## src/common/sltm_pkg.sv

```systemverilog
// Constants, register map and types for the safe lock opening timer.
// Assumes a 50 MHz clock and APB with 32-bit data.
package sltm_pkg;

    // ------------------------------------------------------------
    // Timing
    // ------------------------------------------------------------
    localparam int unsigned CLK_PERIOD_NS = 20;
    localparam int unsigned TICK_PERIOD_NS = 1000000000;     // One second
    localparam int unsigned TICK_CYCLES = TICK_PERIOD_NS / CLK_PERIOD_NS;
    localparam logic [16:0] SEC_PER_MIN = 17'h0003c;
    localparam logic [18:0] SEC_PER_HOUR = 19'h00e10;

    // ------------------------------------------------------------
    // Register byte addresses
    // ------------------------------------------------------------
    localparam logic [7:0] ADDR_CTRL = 8'h00;
    localparam logic [7:0] ADDR_DELAY = 8'h04;
    localparam logic [7:0] ADDR_DURESS = 8'h08;
    localparam logic [7:0] ADDR_CONFIRM = 8'h0c;
    localparam logic [7:0] ADDR_NOREOPEN = 8'h10;
    localparam logic [7:0] ADDR_ALARM = 8'h14;
    localparam logic [7:0] ADDR_DUAL = 8'h18;
    localparam logic [7:0] ADDR_BOLT = 8'h1c;
    localparam logic [7:0] ADDR_STATUS = 8'h20;
    localparam logic [7:0] ADDR_AUTH = 8'h24;

    // ------------------------------------------------------------
    // Control bits and field positions
    // ------------------------------------------------------------
    localparam int CTRL_DUAL_BIT = 0;
    localparam int CTRL_COURIER_SKIP_BIT = 1;
    localparam int CTRL_ALARM_EN_BIT = 2;
    localparam int AUTH_RESULT_BIT = 16;
    localparam int STAT_REMAIN_LSB = 16;

    // ------------------------------------------------------------
    // Reset values and limits ({minutes,seconds} or {hours,minutes})
    // ------------------------------------------------------------
    localparam logic [6:0] DELAY_RST = 7'h00;
    localparam logic [6:0] DELAY_MAX = 7'h63;             // 99 minutes
    localparam logic [6:0] CONFIRM_RST = 7'h05;
    localparam logic [6:0] CONFIRM_MIN = 7'h01;
    localparam logic [6:0] CONFIRM_MAX = 7'h63;
    localparam logic [15:0] NOREOPEN_RST = 16'h0000;
    localparam logic [15:0] NOREOPEN_MAX = 16'h6300;       // 99:00 h
    localparam logic [15:0] ALARM_RST = 16'h0300;          // 3:00
    localparam logic [15:0] ALARM_MAX = 16'h6300;          // 99:00
    localparam logic [15:0] DUAL_RST = 16'h0100;           // 1:00
    localparam logic [15:0] DUAL_MIN = 16'h000f;           // 0:15
    localparam logic [15:0] DUAL_MAX = 16'h021e;           // 2:30
    localparam logic [15:0] BOLT_RST = 16'h0006;           // 0:06
    localparam logic [15:0] BOLT_MIN = 16'h0006;
    localparam logic [15:0] BOLT_MAX = 16'h6300;           // 99:00
    localparam logic [7:0] SEC_FIELD_MAX = 8'h3b;          // 59
    localparam logic [15:0] ZERO16 = 16'h0000;
    localparam logic [2:0] CTRL_RST = 3'h0;                // Dual off, alarm off

    // ------------------------------------------------------------
    // Code classes, operations and states
    // ------------------------------------------------------------
    typedef enum logic [1:0] {
        CL_MASTER  = 2'b00,
        CL_MANAGER = 2'b01,
        CL_USER    = 2'b10,
        CL_COURIER = 2'b11
    } sltm_class_t;

    typedef enum logic [1:0] {
        OP_ACTIVATE = 2'b00,
        OP_MODIFY   = 2'b01,
        OP_DELETE   = 2'b10,
        OP_NONE     = 2'b11
    } sltm_op_t;

    typedef enum logic [2:0] {
        ST_IDLE    = 3'b000,
        ST_DUAL    = 3'b001,
        ST_DELAY   = 3'b010,
        ST_CONFIRM = 3'b011,
        ST_OPEN    = 3'b100
    } sltm_state_t;

endpackage : sltm_pkg

```

## src/rtl/sltm_tick.sv

```systemverilog
// One-second tick generator for all timers of the lock.
// Assumes a free-running clock at the rate set by the divide parameter.
`timescale 1ns/1ps
module sltm_tick
    import sltm_pkg::*;
#(
    parameter int unsigned DIV = TICK_CYCLES
) (
    // Clock and reset
    input  wire logic clk,
    input  wire logic rst,
    // Tick
    output logic      tick
);

    // ------------------------------------------------------------
    // Divider
    // ------------------------------------------------------------
    logic [31:0] cnt_q;

    // Wraps at DIV-1 and pulses for one cycle
    always_ff @(posedge clk) begin
        if (rst) begin
            cnt_q <= 32'h0000_0000;
            tick  <= 1'b0;
        end else if (cnt_q == DIV - 1) begin
            cnt_q <= 32'h0000_0000;
            tick  <= 1'b1;
        end else begin
            cnt_q <= cnt_q + 32'h0000_0001;
            tick  <= 1'b0;
        end
    end

endmodule : sltm_tick

```

## src/rtl/sltm_top.sv

```systemverilog
// Opening timer and code authority checker of an electronic safe lock.
// Assumes an APB master, a keypad unit that pulses code_valid per accepted
// code, and door/boltwork contacts synchronous to clk.
//
// Contract
// - Bolt stays locked until group delay expires
// - Group delay is 0 to 99 minutes
// - All group delays reset to zero
// - Four delay settings, one per group
// - Courier code opens with no delay
// - Per-group duress delay replaces normal delay
// - External suppress input skips the delay
// - Delay expiry opens confirm window, needs code
// - Confirm window defaults five, minimum one minute
// - Confirm window up to 99, never disabled
// - Courier skip option leads to confirm window
// - No reopen until no-reopen period elapsed
// - No-reopen period hours:minutes, up to 99h
// - Door-open alarm after limit, off, 3 min
// - Alarm limit minutes:seconds up to 99 min
// - Dual mode second code within window
// - Dual window limited to 0:15 to 2:30
// - Bolt relocks after bolt-open time, 6 s
// - Door or boltwork open holds relock
// - Bolt-open time 0:06 to 99:00
// - Code changes follow fixed authority matrix
`timescale 1ns/1ps
module sltm_top
    import sltm_pkg::*;
#(
    parameter int unsigned TICK_DIV = TICK_CYCLES
) (
    // Clock and reset
    input  wire logic        clk,
    input  wire logic        rst,
    // APB slave
    input  wire logic        psel,
    input  wire logic        penable,
    input  wire logic        pwrite,
    input  wire logic [7:0]  paddr,
    input  wire logic [31:0] pwdata,
    output logic [31:0]      prdata,
    output logic             pready,
    output logic             pslverr,
    // Keypad unit
    input  wire logic        code_valid,
    input  wire logic [1:0]  code_class,
    input  wire logic [1:0]  code_group,
    input  wire logic        code_duress,
    input  wire logic        delay_suppress,
    // Contacts
    input  wire logic        door_open,
    input  wire logic        bolt_held_open,
    // Lock outputs
    output logic             bolt_unlock,
    output logic             confirm_window,
    output logic             beeper,
    output logic             code_refused
);

    // ------------------------------------------------------------
    // Helpers
    // ------------------------------------------------------------
    // Limit the seconds field, then bound the packed pair; packed order
    // equals time order once seconds never exceed 59.
    function automatic logic [15:0] clamp_ms(input logic [15:0] v, input logic [15:0] lo,
                                             input logic [15:0] hi);
        logic [15:0] r;
        r = {v[15:8], (v[7:0] > SEC_FIELD_MAX) ? SEC_FIELD_MAX : v[7:0]};
        if (r < lo) r = lo;
        if (r > hi) r = hi;
        return r;
    endfunction : clamp_ms

    // Minutes:seconds to seconds
    function automatic logic [16:0] ms_to_sec(input logic [15:0] v);
        return 17'(v[15:8] * SEC_PER_MIN) + 17'(v[7:0]);
    endfunction : ms_to_sec

    // Authority matrix: actor class/group on target class/group
    function automatic logic auth_ok(input logic [1:0] ac, input logic [1:0] ag,
                                     input logic [1:0] tc, input logic [1:0] tg,
                                     input logic [1:0] op, input logic own);
        logic r;
        r = 1'b0;
        if (op == OP_NONE) r = 1'b0;
        else if (tc == CL_MASTER) r = (ac == CL_MASTER) && (op == OP_MODIFY);
        else if (ac == CL_MASTER) r = 1'b1;
        else if (tc == CL_USER && ac == CL_MANAGER && ag == tg) r = 1'b1;
        else r = (ac == tc) && (ag == tg) && own && (op == OP_MODIFY);
        return r;
    endfunction : auth_ok

    // ------------------------------------------------------------
    // One-second tick
    // ------------------------------------------------------------
    logic tick;

    sltm_tick #(
        .DIV  (TICK_DIV)
    ) u_tick (
        .clk  (clk),
        .rst  (rst),
        .tick (tick)
    );

    // ------------------------------------------------------------
    // Registers
    // ------------------------------------------------------------
    logic [2:0]       ctrl_q;
    logic [6:0]       delay_q [4];
    logic [6:0]       duress_q [4];
    logic [6:0]       confirm_q;
    logic [15:0]      noreopen_q;
    logic [15:0]      alarm_q;
    logic [15:0]      dual_q;
    logic [15:0]      bolt_q;
    logic [10:0]      auth_q;
    logic             wr_en;
    logic             rd_setup;
    logic             mapped;
    logic [31:0]      rd_d;
    sltm_state_t      state_q;
    logic [16:0]      timer_q;
    logic [18:0]      nr_cnt_q;
    logic [16:0]      door_cnt_q;

    assign wr_en = psel && penable && pwrite;
    assign rd_setup = psel && !penable;
    assign mapped = (paddr <= ADDR_AUTH) && (paddr[1:0] == 2'b00);
    assign pready = 1'b1;                         // No wait states
    assign pslverr = psel && penable && !mapped;

    // Settings: out-of-range writes are bounded, so no illegal value stands
    always_ff @(posedge clk) begin
        if (rst) begin
            ctrl_q     <= CTRL_RST;
            confirm_q  <= CONFIRM_RST;
            noreopen_q <= NOREOPEN_RST;
            alarm_q    <= ALARM_RST;
            dual_q     <= DUAL_RST;
            bolt_q     <= BOLT_RST;
            auth_q     <= 11'h000;
        end else if (wr_en) begin
            case (paddr)
                ADDR_CTRL: begin
                    ctrl_q <= pwdata[2:0];
                end
                ADDR_CONFIRM: begin
                    confirm_q <= (pwdata[6:0] < CONFIRM_MIN) ? CONFIRM_MIN :
                                 (pwdata[6:0] > CONFIRM_MAX) ? CONFIRM_MAX : pwdata[6:0];
                end
                ADDR_NOREOPEN: begin
                    noreopen_q <= (pwdata[15:0] > NOREOPEN_MAX) ? NOREOPEN_MAX :
                                  {pwdata[15:8], (pwdata[7:0] > SEC_FIELD_MAX) ? SEC_FIELD_MAX : pwdata[7:0]};
                end
                ADDR_ALARM: begin
                    alarm_q <= clamp_ms(pwdata[15:0], ZERO16, ALARM_MAX);
                end
                ADDR_DUAL: begin
                    dual_q <= clamp_ms(pwdata[15:0], DUAL_MIN, DUAL_MAX);
                end
                ADDR_BOLT: begin
                    bolt_q <= clamp_ms(pwdata[15:0], BOLT_MIN, BOLT_MAX);
                end
                ADDR_AUTH: begin
                    auth_q <= pwdata[10:0];
                end
                default: begin
                end
            endcase
        end
    end

    // Four group delay and duress settings, one byte lane each
    for (genvar g = 0; g < 4; g++) begin : g_grp
        always_ff @(posedge clk) begin
            if (rst) begin
                delay_q[g]  <= DELAY_RST;
                duress_q[g] <= DELAY_RST;
            end else if (wr_en && paddr == ADDR_DELAY) begin
                delay_q[g] <= (pwdata[8*g +: 7] > DELAY_MAX) ? DELAY_MAX : pwdata[8*g +: 7];
            end else if (wr_en && paddr == ADDR_DURESS) begin
                duress_q[g] <= (pwdata[8*g +: 7] > DELAY_MAX) ? DELAY_MAX : pwdata[8*g +: 7];
            end
        end
    end

    // Read mux, captured in the setup phase so prdata is a flop
    always_comb begin
        rd_d = 32'h0000_0000;
        case (paddr)
            ADDR_CTRL:     rd_d = {29'h0, ctrl_q};
            ADDR_DELAY:    rd_d = {1'b0, delay_q[3], 1'b0, delay_q[2], 1'b0, delay_q[1], 1'b0, delay_q[0]};
            ADDR_DURESS:   rd_d = {1'b0, duress_q[3], 1'b0, duress_q[2], 1'b0, duress_q[1], 1'b0, duress_q[0]};
            ADDR_CONFIRM:  rd_d = {25'h0, confirm_q};
            ADDR_NOREOPEN: rd_d = {16'h0, noreopen_q};
            ADDR_ALARM:    rd_d = {16'h0, alarm_q};
            ADDR_DUAL:     rd_d = {16'h0, dual_q};
            ADDR_BOLT:     rd_d = {16'h0, bolt_q};
            ADDR_STATUS:   rd_d = {timer_q[STAT_REMAIN_LSB-1:0], 9'h0,
                                   nr_cnt_q != 19'h0, beeper, bolt_unlock, confirm_window, state_q};
            ADDR_AUTH:     rd_d = {15'h0,
                                   auth_ok(auth_q[1:0], auth_q[3:2], auth_q[5:4], auth_q[7:6],
                                           auth_q[9:8], auth_q[10]),
                                   5'h0, auth_q};
            default:       rd_d = 32'h0000_0000;
        endcase
    end

    always_ff @(posedge clk) begin
        if (rst) prdata <= 32'h0000_0000;
        else if (rd_setup) prdata <= rd_d;
    end

    // ------------------------------------------------------------
    // Opening sequence
    // ------------------------------------------------------------
    logic        nr_block;
    logic        expired;
    logic        is_courier;
    logic [6:0]  grp_delay;
    logic [16:0] grp_delay_sec;
    logic [1:0]  first_class_q;
    logic [1:0]  first_group_q;
    logic        first_duress_q;
    logic [1:0]  use_class;
    logic [1:0]  use_group;
    logic        use_duress;

    assign nr_block = nr_cnt_q != 19'h0;
    assign expired = tick && (timer_q <= 17'h00001);
    // Decide on the pair's first code in dual mode
    assign use_class = (state_q == ST_DUAL) ? first_class_q : code_class;
    assign use_group = (state_q == ST_DUAL) ? first_group_q : code_group;
    assign use_duress = (state_q == ST_DUAL) ? first_duress_q : code_duress;
    assign is_courier = use_class == CL_COURIER;
    assign grp_delay = use_duress ? duress_q[use_group] : delay_q[use_group];
    assign grp_delay_sec = 17'(grp_delay * SEC_PER_MIN);

    // Main state machine; its state timer decrements on the shared tick
    always_ff @(posedge clk) begin
        if (rst) begin
            state_q        <= ST_IDLE;
            timer_q        <= 17'h00000;
            first_class_q  <= CL_MASTER;
            first_group_q  <= 2'b00;
            first_duress_q <= 1'b0;
            code_refused   <= 1'b0;
        end else begin
            code_refused <= 1'b0;
            if (tick && timer_q != 17'h00000) timer_q <= timer_q - 17'h00001;
            case (state_q)
                ST_IDLE, ST_DUAL: begin
                    if (state_q == ST_DUAL && expired && !code_valid) begin
                        state_q <= ST_IDLE;
                    end else if (code_valid && nr_block) begin
                        code_refused <= 1'b1;
                    end else if (code_valid && state_q == ST_IDLE && ctrl_q[CTRL_DUAL_BIT]) begin
                        state_q        <= ST_DUAL;
                        timer_q        <= ms_to_sec(dual_q);
                        first_class_q  <= code_class;
                        first_group_q  <= code_group;
                        first_duress_q <= code_duress;
                    end else if (code_valid) begin
                        if (is_courier && ctrl_q[CTRL_COURIER_SKIP_BIT]) begin
                            state_q <= ST_CONFIRM;
                            timer_q <= 17'(confirm_q * SEC_PER_MIN);
                        end else if (is_courier || delay_suppress || grp_delay == DELAY_RST) begin
                            state_q <= ST_OPEN;
                            timer_q <= ms_to_sec(bolt_q);
                        end else begin
                            state_q <= ST_DELAY;
                            timer_q <= grp_delay_sec;
                        end
                    end
                end
                ST_DELAY: begin
                    if (expired) begin
                        state_q <= ST_CONFIRM;
                        timer_q <= 17'(confirm_q * SEC_PER_MIN);
                    end
                end
                ST_CONFIRM: begin
                    if (code_valid) begin
                        state_q <= ST_OPEN;
                        timer_q <= ms_to_sec(bolt_q);
                    end else if (expired) begin
                        state_q <= ST_IDLE;
                    end
                end
                ST_OPEN: begin
                    if ((timer_q == 17'h00000 || expired) && !door_open && !bolt_held_open) begin
                        state_q <= ST_IDLE;
                    end
                end
                default: begin
                    state_q <= ST_IDLE;
                end
            endcase
        end
    end

    // Bolt and window outputs from the state register
    assign bolt_unlock = state_q == ST_OPEN;
    assign confirm_window = state_q == ST_CONFIRM;

    // ------------------------------------------------------------
    // No-reopen and door alarm timers
    // ------------------------------------------------------------
    logic closing;

    assign closing = (state_q == ST_OPEN) && (timer_q == 17'h00000 || expired) && !door_open
                     && !bolt_held_open;

    // Loaded on relock; a zero setting leaves it idle
    always_ff @(posedge clk) begin
        if (rst) begin
            nr_cnt_q <= 19'h00000;
        end else if (closing) begin
            nr_cnt_q <= 19'(noreopen_q[15:8] * SEC_PER_HOUR) + 19'(noreopen_q[7:0] * SEC_PER_MIN);
        end else if (tick && nr_block) begin
            nr_cnt_q <= nr_cnt_q - 19'h00001;
        end
    end

    // Counts open-door seconds; saturates so the beeper stays on
    always_ff @(posedge clk) begin
        if (rst) begin
            door_cnt_q <= 17'h00000;
            beeper     <= 1'b0;
        end else if (!door_open) begin
            door_cnt_q <= 17'h00000;
            beeper     <= 1'b0;
        end else begin
            if (tick && door_cnt_q < ms_to_sec(alarm_q)) door_cnt_q <= door_cnt_q + 17'h00001;
            beeper <= ctrl_q[CTRL_ALARM_EN_BIT] && door_cnt_q >= ms_to_sec(alarm_q);
        end
    end

    // ------------------------------------------------------------
    // Checks
    // ------------------------------------------------------------
    AST_DELAY_HOLDS: assert property (@(posedge clk) disable iff (rst)
        state_q == ST_DELAY |-> !bolt_unlock) else $error("bolt open during delay");
    AST_DELAY_RANGE: assert property (@(posedge clk) disable iff (rst)
        delay_q[0] <= DELAY_MAX && duress_q[3] <= DELAY_MAX) else $error("delay out of range");
    AST_DELAY_TO_CONFIRM: assert property (@(posedge clk) disable iff (rst)
        state_q == ST_DELAY && expired |=> confirm_window && !bolt_unlock)
        else $error("delay expiry did not open confirm window");
    AST_CONFIRM_MIN: assert property (@(posedge clk) disable iff (rst)
        confirm_q >= CONFIRM_MIN && confirm_q <= CONFIRM_MAX) else $error("confirm window out of range");
    AST_COURIER_OPEN: assert property (@(posedge clk) disable iff (rst)
        state_q == ST_IDLE && code_valid && !nr_block && code_class == CL_COURIER
        && !ctrl_q[CTRL_DUAL_BIT] && !ctrl_q[CTRL_COURIER_SKIP_BIT] |=> bolt_unlock)
        else $error("courier code did not open");
    AST_SUPPRESS: assert property (@(posedge clk) disable iff (rst)
        state_q == ST_IDLE && code_valid && !nr_block && delay_suppress && !ctrl_q[CTRL_DUAL_BIT]
        && code_class != CL_COURIER |=> bolt_unlock) else $error("suppress input ignored");
    AST_NO_REOPEN: assert property (@(posedge clk) disable iff (rst)
        code_valid && nr_block && state_q == ST_IDLE |=> code_refused && !bolt_unlock)
        else $error("opening during no-reopen period");
    AST_DUAL_RANGE: assert property (@(posedge clk) disable iff (rst)
        dual_q >= DUAL_MIN && dual_q <= DUAL_MAX) else $error("dual window out of range");
    AST_HOLD_OPEN: assert property (@(posedge clk) disable iff (rst)
        bolt_unlock && door_open |=> bolt_unlock) else $error("relock with door open");
    AST_BOLT_RANGE: assert property (@(posedge clk) disable iff (rst)
        bolt_q >= BOLT_MIN && bolt_q <= BOLT_MAX) else $error("bolt time out of range");
    AST_ALARM_OFF: assert property (@(posedge clk) disable iff (rst)
        !ctrl_q[CTRL_ALARM_EN_BIT] |=> !beeper) else $error("beeper while alarm disabled");
    AST_AUTH_MASTER: assert property (@(posedge clk) disable iff (rst)
        auth_q[5:4] == CL_MASTER && auth_q[9:8] == OP_DELETE |-> !rd_d[AUTH_RESULT_BIT] || paddr != ADDR_AUTH)
        else $error("master code deletable");

endmodule : sltm_top

```

## config.mk

```make
export PLATFORM = sky130hd
export DESIGN_NAME = sltm_top
export DESIGN_NICKNAME = d
export VERILOG_FILES = /design/src/common/sltm_pkg.sv /design/src/rtl/sltm_tick.sv /design/src/rtl/sltm_top.sv
export SDC_FILE = /design/constraint.sdc
export NUM_CORES = 1
export LEC_CHECK = 0
export ABC_AREA = 1
export BUFFER_PORTS_ARGS = -buffer_cell sky130_fd_sc_hd__buf_2
export CORE_ASPECT_RATIO = 1.2
export CORE_MARGIN = 4
export CORE_UTILIZATION = 50
export DETAILED_ROUTE_END_ITERATION = 10
export PLACE_DENSITY_LB_ADDON = 0.2
export SLEW_MARGIN = 25
export SYNTH_ARGS = -nofsm -noshare
export SYNTH_HDL_FRONTEND = slang
export SYNTH_SLANG_ARGS = --single-unit
```

## constraint.sdc

```tcl
create_clock -name clk -period 8.06 [get_ports clk]
set_input_delay 1.612 -clock clk [delete_from_list [all_inputs] [get_ports clk]]
set_output_delay 1.612 -clock clk [all_outputs]
set_load 0.02 [all_outputs]
```

# Yosys cells after proc, flatten, opt, wreduce, memory -nomap -nowiden
# Memories as Yosys holds them, arrays and structs flattened.
# Index checks and enable logic that the tools add are counted.
# word_totals
ramBits	56
mem_bits_ro	0
word_cells	224
mem_count	2
input_bits	54
latchBits	0
output_inout_bits	38
reg_bits	213
# op_classes
magnitude_cmp	17
mul	7
eq_ne	26
n_mux	73
n_bitwise	12
n_reduce_logical	60
shift	0
add_sub_neg	8
div	0
# mem_list
memory	words	width	read_ports	rd_clocked_by_memory_dff	write_ports	line_no	source
delay_q	4	7	5	0	4	sltm_top.sv:111	logic [6:0] delay_q [4];
duress_q	4	7	5	0	4	sltm_top.sv:112	logic [6:0] duress_q [4];
# ops
op	n
$pmux W32 S10	1
$mux W16	16
$mux W17	7
$mux W7	14
$pmux W17 S3	1
$gt A16 B15 Y1 const B	3
$mul A8 B4 Y12 const B	4
$add A14 B8 Y15	3
$mux W19	2
$add A32 B1 Y32 const B	1
$eq A32 B26 Y1 const B	1
$eq A8 B5 Y1 const B	4
$mux W15	2
$mux W3	10
$logic_and A1 B1 Y1	29
$gt A7 B7 Y1 const B	4
$mul A7 B4 Y11 const B	2
$add A19 B14 Y19	1
$reduce_bool A19 Y1	1
$sub A19 B1 Y19 const B	1
$add A17 B1 Y17 const B	1
$ge A17 B15 Y1	1
$le A17 B1 Y1 const B	1
$logic_not A17 Y1	1
43 further kinds	92

# Depth between registers and ports, before layout
# An unclocked memory read counts as a cell.
# logic_depth
depth_word	13
ltp_mapped	33
mapped_depth_nobuf	33

# By module
# From an unflattened synthesis, not the netlist that was laid out.
# unflattened
cells_unflattened	2991
area_unflattened_um2	21491.9
# modules_own_cells
mod	area_each_um2	n_inst	seq_area_each_um2	cells_each
sltm_top	19698.9	1	5285.1	2701
sltm_tick	1793.0	1	660.6	290

# Worst setup path before layout
# OpenSTA, ideal clock, no wires.
# synth_timing
path_kind	register to register
from	register alarm_q[8]
to	register door_cnt_q[11]
t_required_ns	7.947
path_stages_with_launch	32
setup_time_ns	0.113
arrival_time_ns	5.055
n_path_buf	0
path_slack_ns	2.893
synth_period_minus_slack_ns	5.167
path_cell_list	dfxtp_1 > fa_1 > inv_1 > fa_1 > inv_1 > fa_1 > ha_1 > nand2_1 > o21ai_0 > a21oi_1 > o21bai_1 > inv_1 > nor2_1 > inv_1 > nor2_1 > nand3b_1 > xor2_1 > ha_1 > a21oi_1 > o21ai_0 > nand2_1 > nand3_1 > a21oi_1 > nand3_1 > inv_2 > nand2_1 > nor2_1 > nand3b_1 > nor2_1 > nand2_1 > nand2_1 > nor2_1
# synth_between
elab_chain_cells	4
# synth_lines
element	line_no	source
from (decl)	sltm_top.sv:115	logic [15:0] alarm_q;
from (signal assigned)	sltm_top.sv:158	alarm_q <= clamp_ms(pwdata[15:0], ZERO16, ALARM_MAX);
$mul A8 B4 Y12	sltm_top.sv:77	return 17'(v[15:8] * SEC_PER_MIN) + 17'(v[7:0]);
$add A14 B8 Y15	sltm_top.sv:77	
$lt A17 B17 Y1	sltm_top.sv:336	if (tick && door_cnt_q < ms_to_sec(alarm_q)) door_cnt_q <= door_cnt_q + 17'h00001;
$logic_and A1 B1 Y1	sltm_top.sv:336	
to (signal assigned)	sltm_top.sv:336	
to (decl)	sltm_top.sv:126	logic [16:0] door_cnt_q;
# Every way passes these cells.
# A chain may end at the register's enable or synchronous reset.

# Worst setup path after layout
# layout_timing
from	register state_q[2]
to	register timer_q[10]
# layout_between
elab_chain_cells	13
elab_cells_between_ends	28
cone_classes	mul (1); eq/ne (4); mux (11); reduce/logical (10); memory (2)
# layout_lines
element	line_no	source
from (decl)	sltm_top.sv:123	sltm_state_t state_q;
from (signal assigned)	sltm_top.sv:244	state_q <= ST_IDLE;
from (signal assigned)	sltm_top.sv:256	state_q <= ST_IDLE;
from (signal assigned)	sltm_top.sv:260	state_q <= ST_DUAL;
branches (longest 12 deep; another with $mul A7 B4 Y11)	n/a	
$pmux W17 S3 (*)	sltm_top.sv:253	case (state_q)
to (signal assigned)	sltm_top.sv:252	if (tick && timer_q != 17'h00000) timer_q <= timer_q - 17'h00001;
to (signal assigned)	sltm_top.sv:261	timer_q <= ms_to_sec(dual_q);
to (signal assigned)	sltm_top.sv:268	timer_q <= 17'(confirm_q * SEC_PER_MIN);
to (decl)	sltm_top.sv:124	logic [16:0] timer_q;
# Mark *: on every way between the ends.

==> impl_metrics.env <==
export IMPL_tightestPinTransition_ps=977
export IMPL_wl_per_cell_um=19.2
export IMPL_drtAntennaViolNets=0
export IMPL_p_leak_nw=10.7
export IMPL_firstDrtPassIters=6
export IMPL_skew_ps=19.3
export IMPL_rsz0062_at_grt="no"
export IMPL_fin_crit_ps=6020
export IMPL_hold_path_class="flop to flop"
export IMPL_fin_nets=3278
export IMPL_synth_distinct_cells=58
export IMPL_vias_per_cell=5.67
export IMPL_ctsResizeCount=0
export IMPL_synth_top_family_by_area="simple AND/OR/NAND/NOR gates"
export IMPL_crit_required_ps=8580
export IMPL_synthAdderAreaFrac=0.185
export IMPL_synth_xor_area_frac=0.0458
export IMPL_clk_path_buf_depth=3
export IMPL_cts_buffers=31
export IMPL_drv_cap=0
export IMPL_root_buffer="clkbuf_16"
export IMPL_place_congestion=1.02
export IMPL_area_growth_pct=9.73
export IMPL_slew_headroom=0.346
export IMPL_ys_async_sr_fraction=0
export IMPL_status="finished, final reports clean"
export IMPL_synthSimpleGateAreaFrac=0.236
export IMPL_setup_viol=0
export IMPL_r2r_cells=23
export IMPL_cts_hold_buffers=0
export IMPL_synth_fp_nets=3217
export IMPL_htree_levels=1
export IMPL_cp_end_kind="flop"
export IMPL_post_route_period_util=0.747
export IMPL_hpwl_um=53000
export IMPL_min_path_cells=2
export IMPL_grt_overflow_total=0
export IMPL_ys_seq_area_frac=0.283
export IMPL_final_cells=3539
export IMPL_pwr_density_cell_nw_per_um2=211
export IMPL_drt_iter0_markers=1939
export IMPL_synth_compound_area_frac=0.157
export IMPL_fin_tns_setup_ps=0
export IMPL_pin_count=92
export IMPL_cts_tree="yes"
export IMPL_clk_latency_ps=590
export IMPL_postCtsSetupRepairBufs=0
export IMPL_hold_viol_final=0
export IMPL_cts_clk_slew_worst_paths_ps=70
export IMPL_grt_pass1_vias=18900
export IMPL_start_util=0.505
export IMPL_synth_seq_cells=269
export IMPL_drc=0
export IMPL_dp_cells=3478
export IMPL_vdd_drop_max_v=0.000213
export IMPL_vias=20100
export IMPL_die_area_um2=45400
export IMPL_synth_edf_count=56
export IMPL_syn_area_per_cell_um2=7.25
export IMPL_rows=82
export IMPL_nFillCells=4054
export IMPL_syn_inst=2904
export IMPL_numPortBuffers=88
export IMPL_fmax_ghz=0.166
export IMPL_drive_above_1_share=0.0696
export IMPL_die_y_um=233
export IMPL_worstPathArrival_ps=6540
export IMPL_core_area_um2=41700
export IMPL_wirelength_um=67800
export IMPL_die_w_um=195
export IMPL_synth_warnings=0
export IMPL_grt_max_degree=65
export IMPL_critPathMaxFanout=26
export IMPL_ys_flop_type="dfxtp_1"
export IMPL_muxShareOfSynthArea=0
export IMPL_cts_sinks=269
export IMPL_finalMaxSlewViolations=0
export IMPL_grt_pass1_wl_um=105000
export IMPL_crit_type="flop to flop"
export IMPL_syn_area_um2=21000
export IMPL_start_kind="flop"
export IMPL_antenna_found_initial=3
export IMPL_grtUsageTotal=0.288
## routing by layer
| layer | GRT usage | vias up | part of all wire |
|---|---|---|---|
| li1 | - | 9694 | - |
| met1 | 0.387 | 9422 | 0.42 |
| met2 | 0.469 | 818 | 0.46 |
| met3 | 0.0397 | 144 | 0.077 |
| met4 | 0.118 | 0 | 0.045 |
| met5 | 0 | - | 0 |
## Yosys cell counts, drive strengths merged, types with 2 or more instances
cell type / instances / share of area
nand2: 559 / 0.10
inv: 439 / 0.078
nor2: 310 / 0.056
a21oi: 258 / 0.062
dfxtp: 213 / 0.20
o21ai: 189 / 0.046
ha: 173 / 0.10
nand3: 139 / 0.034
fa: 86 / 0.082
nor3: 75 / 0.019
xor2: 65 / 0.027
clkbuf: 59 / 0.011
edfxtp: 56 / 0.080
xnor2: 45 / 0.019
nand4: 33 / 0.0098
o22ai: 30 / 0.0089
a221oi: 18 / 0.0075
nor4: 17 / 0.0051
o211ai: 17 / 0.0063
buf: 16 / 0.0046
a31oi: 15 / 0.0045
nor3b: 13 / 0.0046
o2111ai: 10 / 0.0042
or2: 8 / 0.0024
a21o: 7 / 0.0025
nand3b: 7 / 0.0025
o21bai: 7 / 0.0025
a211oi: 6 / 0.0021
o31ai: 6 / 0.0024
clkinv: 5 / 0.00089
o221ai: 5 / 0.0021
a311oi: 3 / 0.0012
o21a: 3 / 0.0011
o311ai: 3 / 0.0012
a21boi: 2 / 0.00089
a22oi: 2 / 0.00071
## layout by cell type, fill, tap and decap left out, types with 18 or more instances in the layout
cell,count
edfxtp_1,56
ha_1,173
clkbuf_16,31
o21ai_0,182
a221oi_1,18
a21oi_1,257
dfxtp_1,213
o22ai_1,30
inv_1,431
nand4_1,33
buf_2,88
nand3_1,135
xnor2_1,45
fa_1,86
xor2_1,65
nor2_1,301
nor3_1,70
nand2_1,551
## final cells by class
| cell class | instances | area [um2] | share of cell area |
|---|---|---|---|
| Antenna cell | 3 | 7.51 | 0.000325 |
| Tap cell | 546 | 683 | 0.0296 |
| Multi-Input combinational cell | 2116 | 13100 | 0.568 |
| Sequential cell | 269 | 5950 | 0.257 |
| Clock buffer | 37 | 828 | 0.0359 |
| Timing Repair Buffer | 103 | 553 | 0.0240 |
| Inverter | 444 | 1670 | 0.0722 |
| Clock inverter | 21 | 283 | 0.0122 |
## where the power goes
| part | leakage [nW] | internal [W] | switching, W | total, W |
|---|---|---|---|---|
| clock network | 0.535 | 0.000928 | 0.000620 | 0.00155 |
| registers | 2.25 | 0.00142 | 0.0000813 | 0.00150 |
| logic | 7.94 | 0.000629 | 0.00119 | 0.00182 |
## kinds of logic after synthesis
group | Yosys count
buf+inv | 519
compound gates | 584
other cells | 1
simple gates | 1162
xor+xnor | 110
fa+ha+maj | 259
flops | 269
## path summary, 6_finish.rpt
kind,slack [ps],end,from
max,2040,timer_q[10],state_q[2]
min,430,door_cnt_q[16],door_cnt_q[16]
max reg2reg,2040,timer_q[10],state_q[2]
min reg2reg,430,door_cnt_q[16],door_cnt_q[16]
## state kept, by name, summed over array words and instances, names as in the netlist, 7 cells and up
signal        cells
prdata           32
u_tick.cnt_q     32
timer_q          17
door_cnt_q       17
bolt_q           16
alarm_q          16
noreopen_q       16
nr_cnt_q         19
confirm_q         7
duress_q         28
dual_q           16
delay_q          28
auth_q           11
## worst max-delay path: stages, from the launching register on
cell	delay, ps
dfxtp_1	490
nor2_4	420
nand2_2	340
nand2_1	200
nand2_1	450
o21ai_0	300
o21ai_0	90
o21ai_0	540
inv_1	190
fa_1	600
inv_1	70
fa_1	530
fa_1	470
o21ai_0	390
a21oi_1	120
nor2_1	140
nor2_1	50
nand2_1	50
nand3_1	70
nand2_1	90
nand2_1	50
nand2_1	90
nand3_1	60
a21oi_1	130
## per-stage QoR
step	hold WS [ps]	worst slack [ps]	cell area, um2	total power, W	util
final	431	2040	23100	0.00487	0.554
after global routing	466	1550	23100	0.00517	0.554
after CTS	436	2150	23100	0.00487	0.554
after detailed placement	419	1610	22000	0.00332	0.527
after global placement	417	1730	22000	0.00331	0.527
after floorplan	409	2890	21000	0.00285	-
Power figures use the tool's default switching activity.
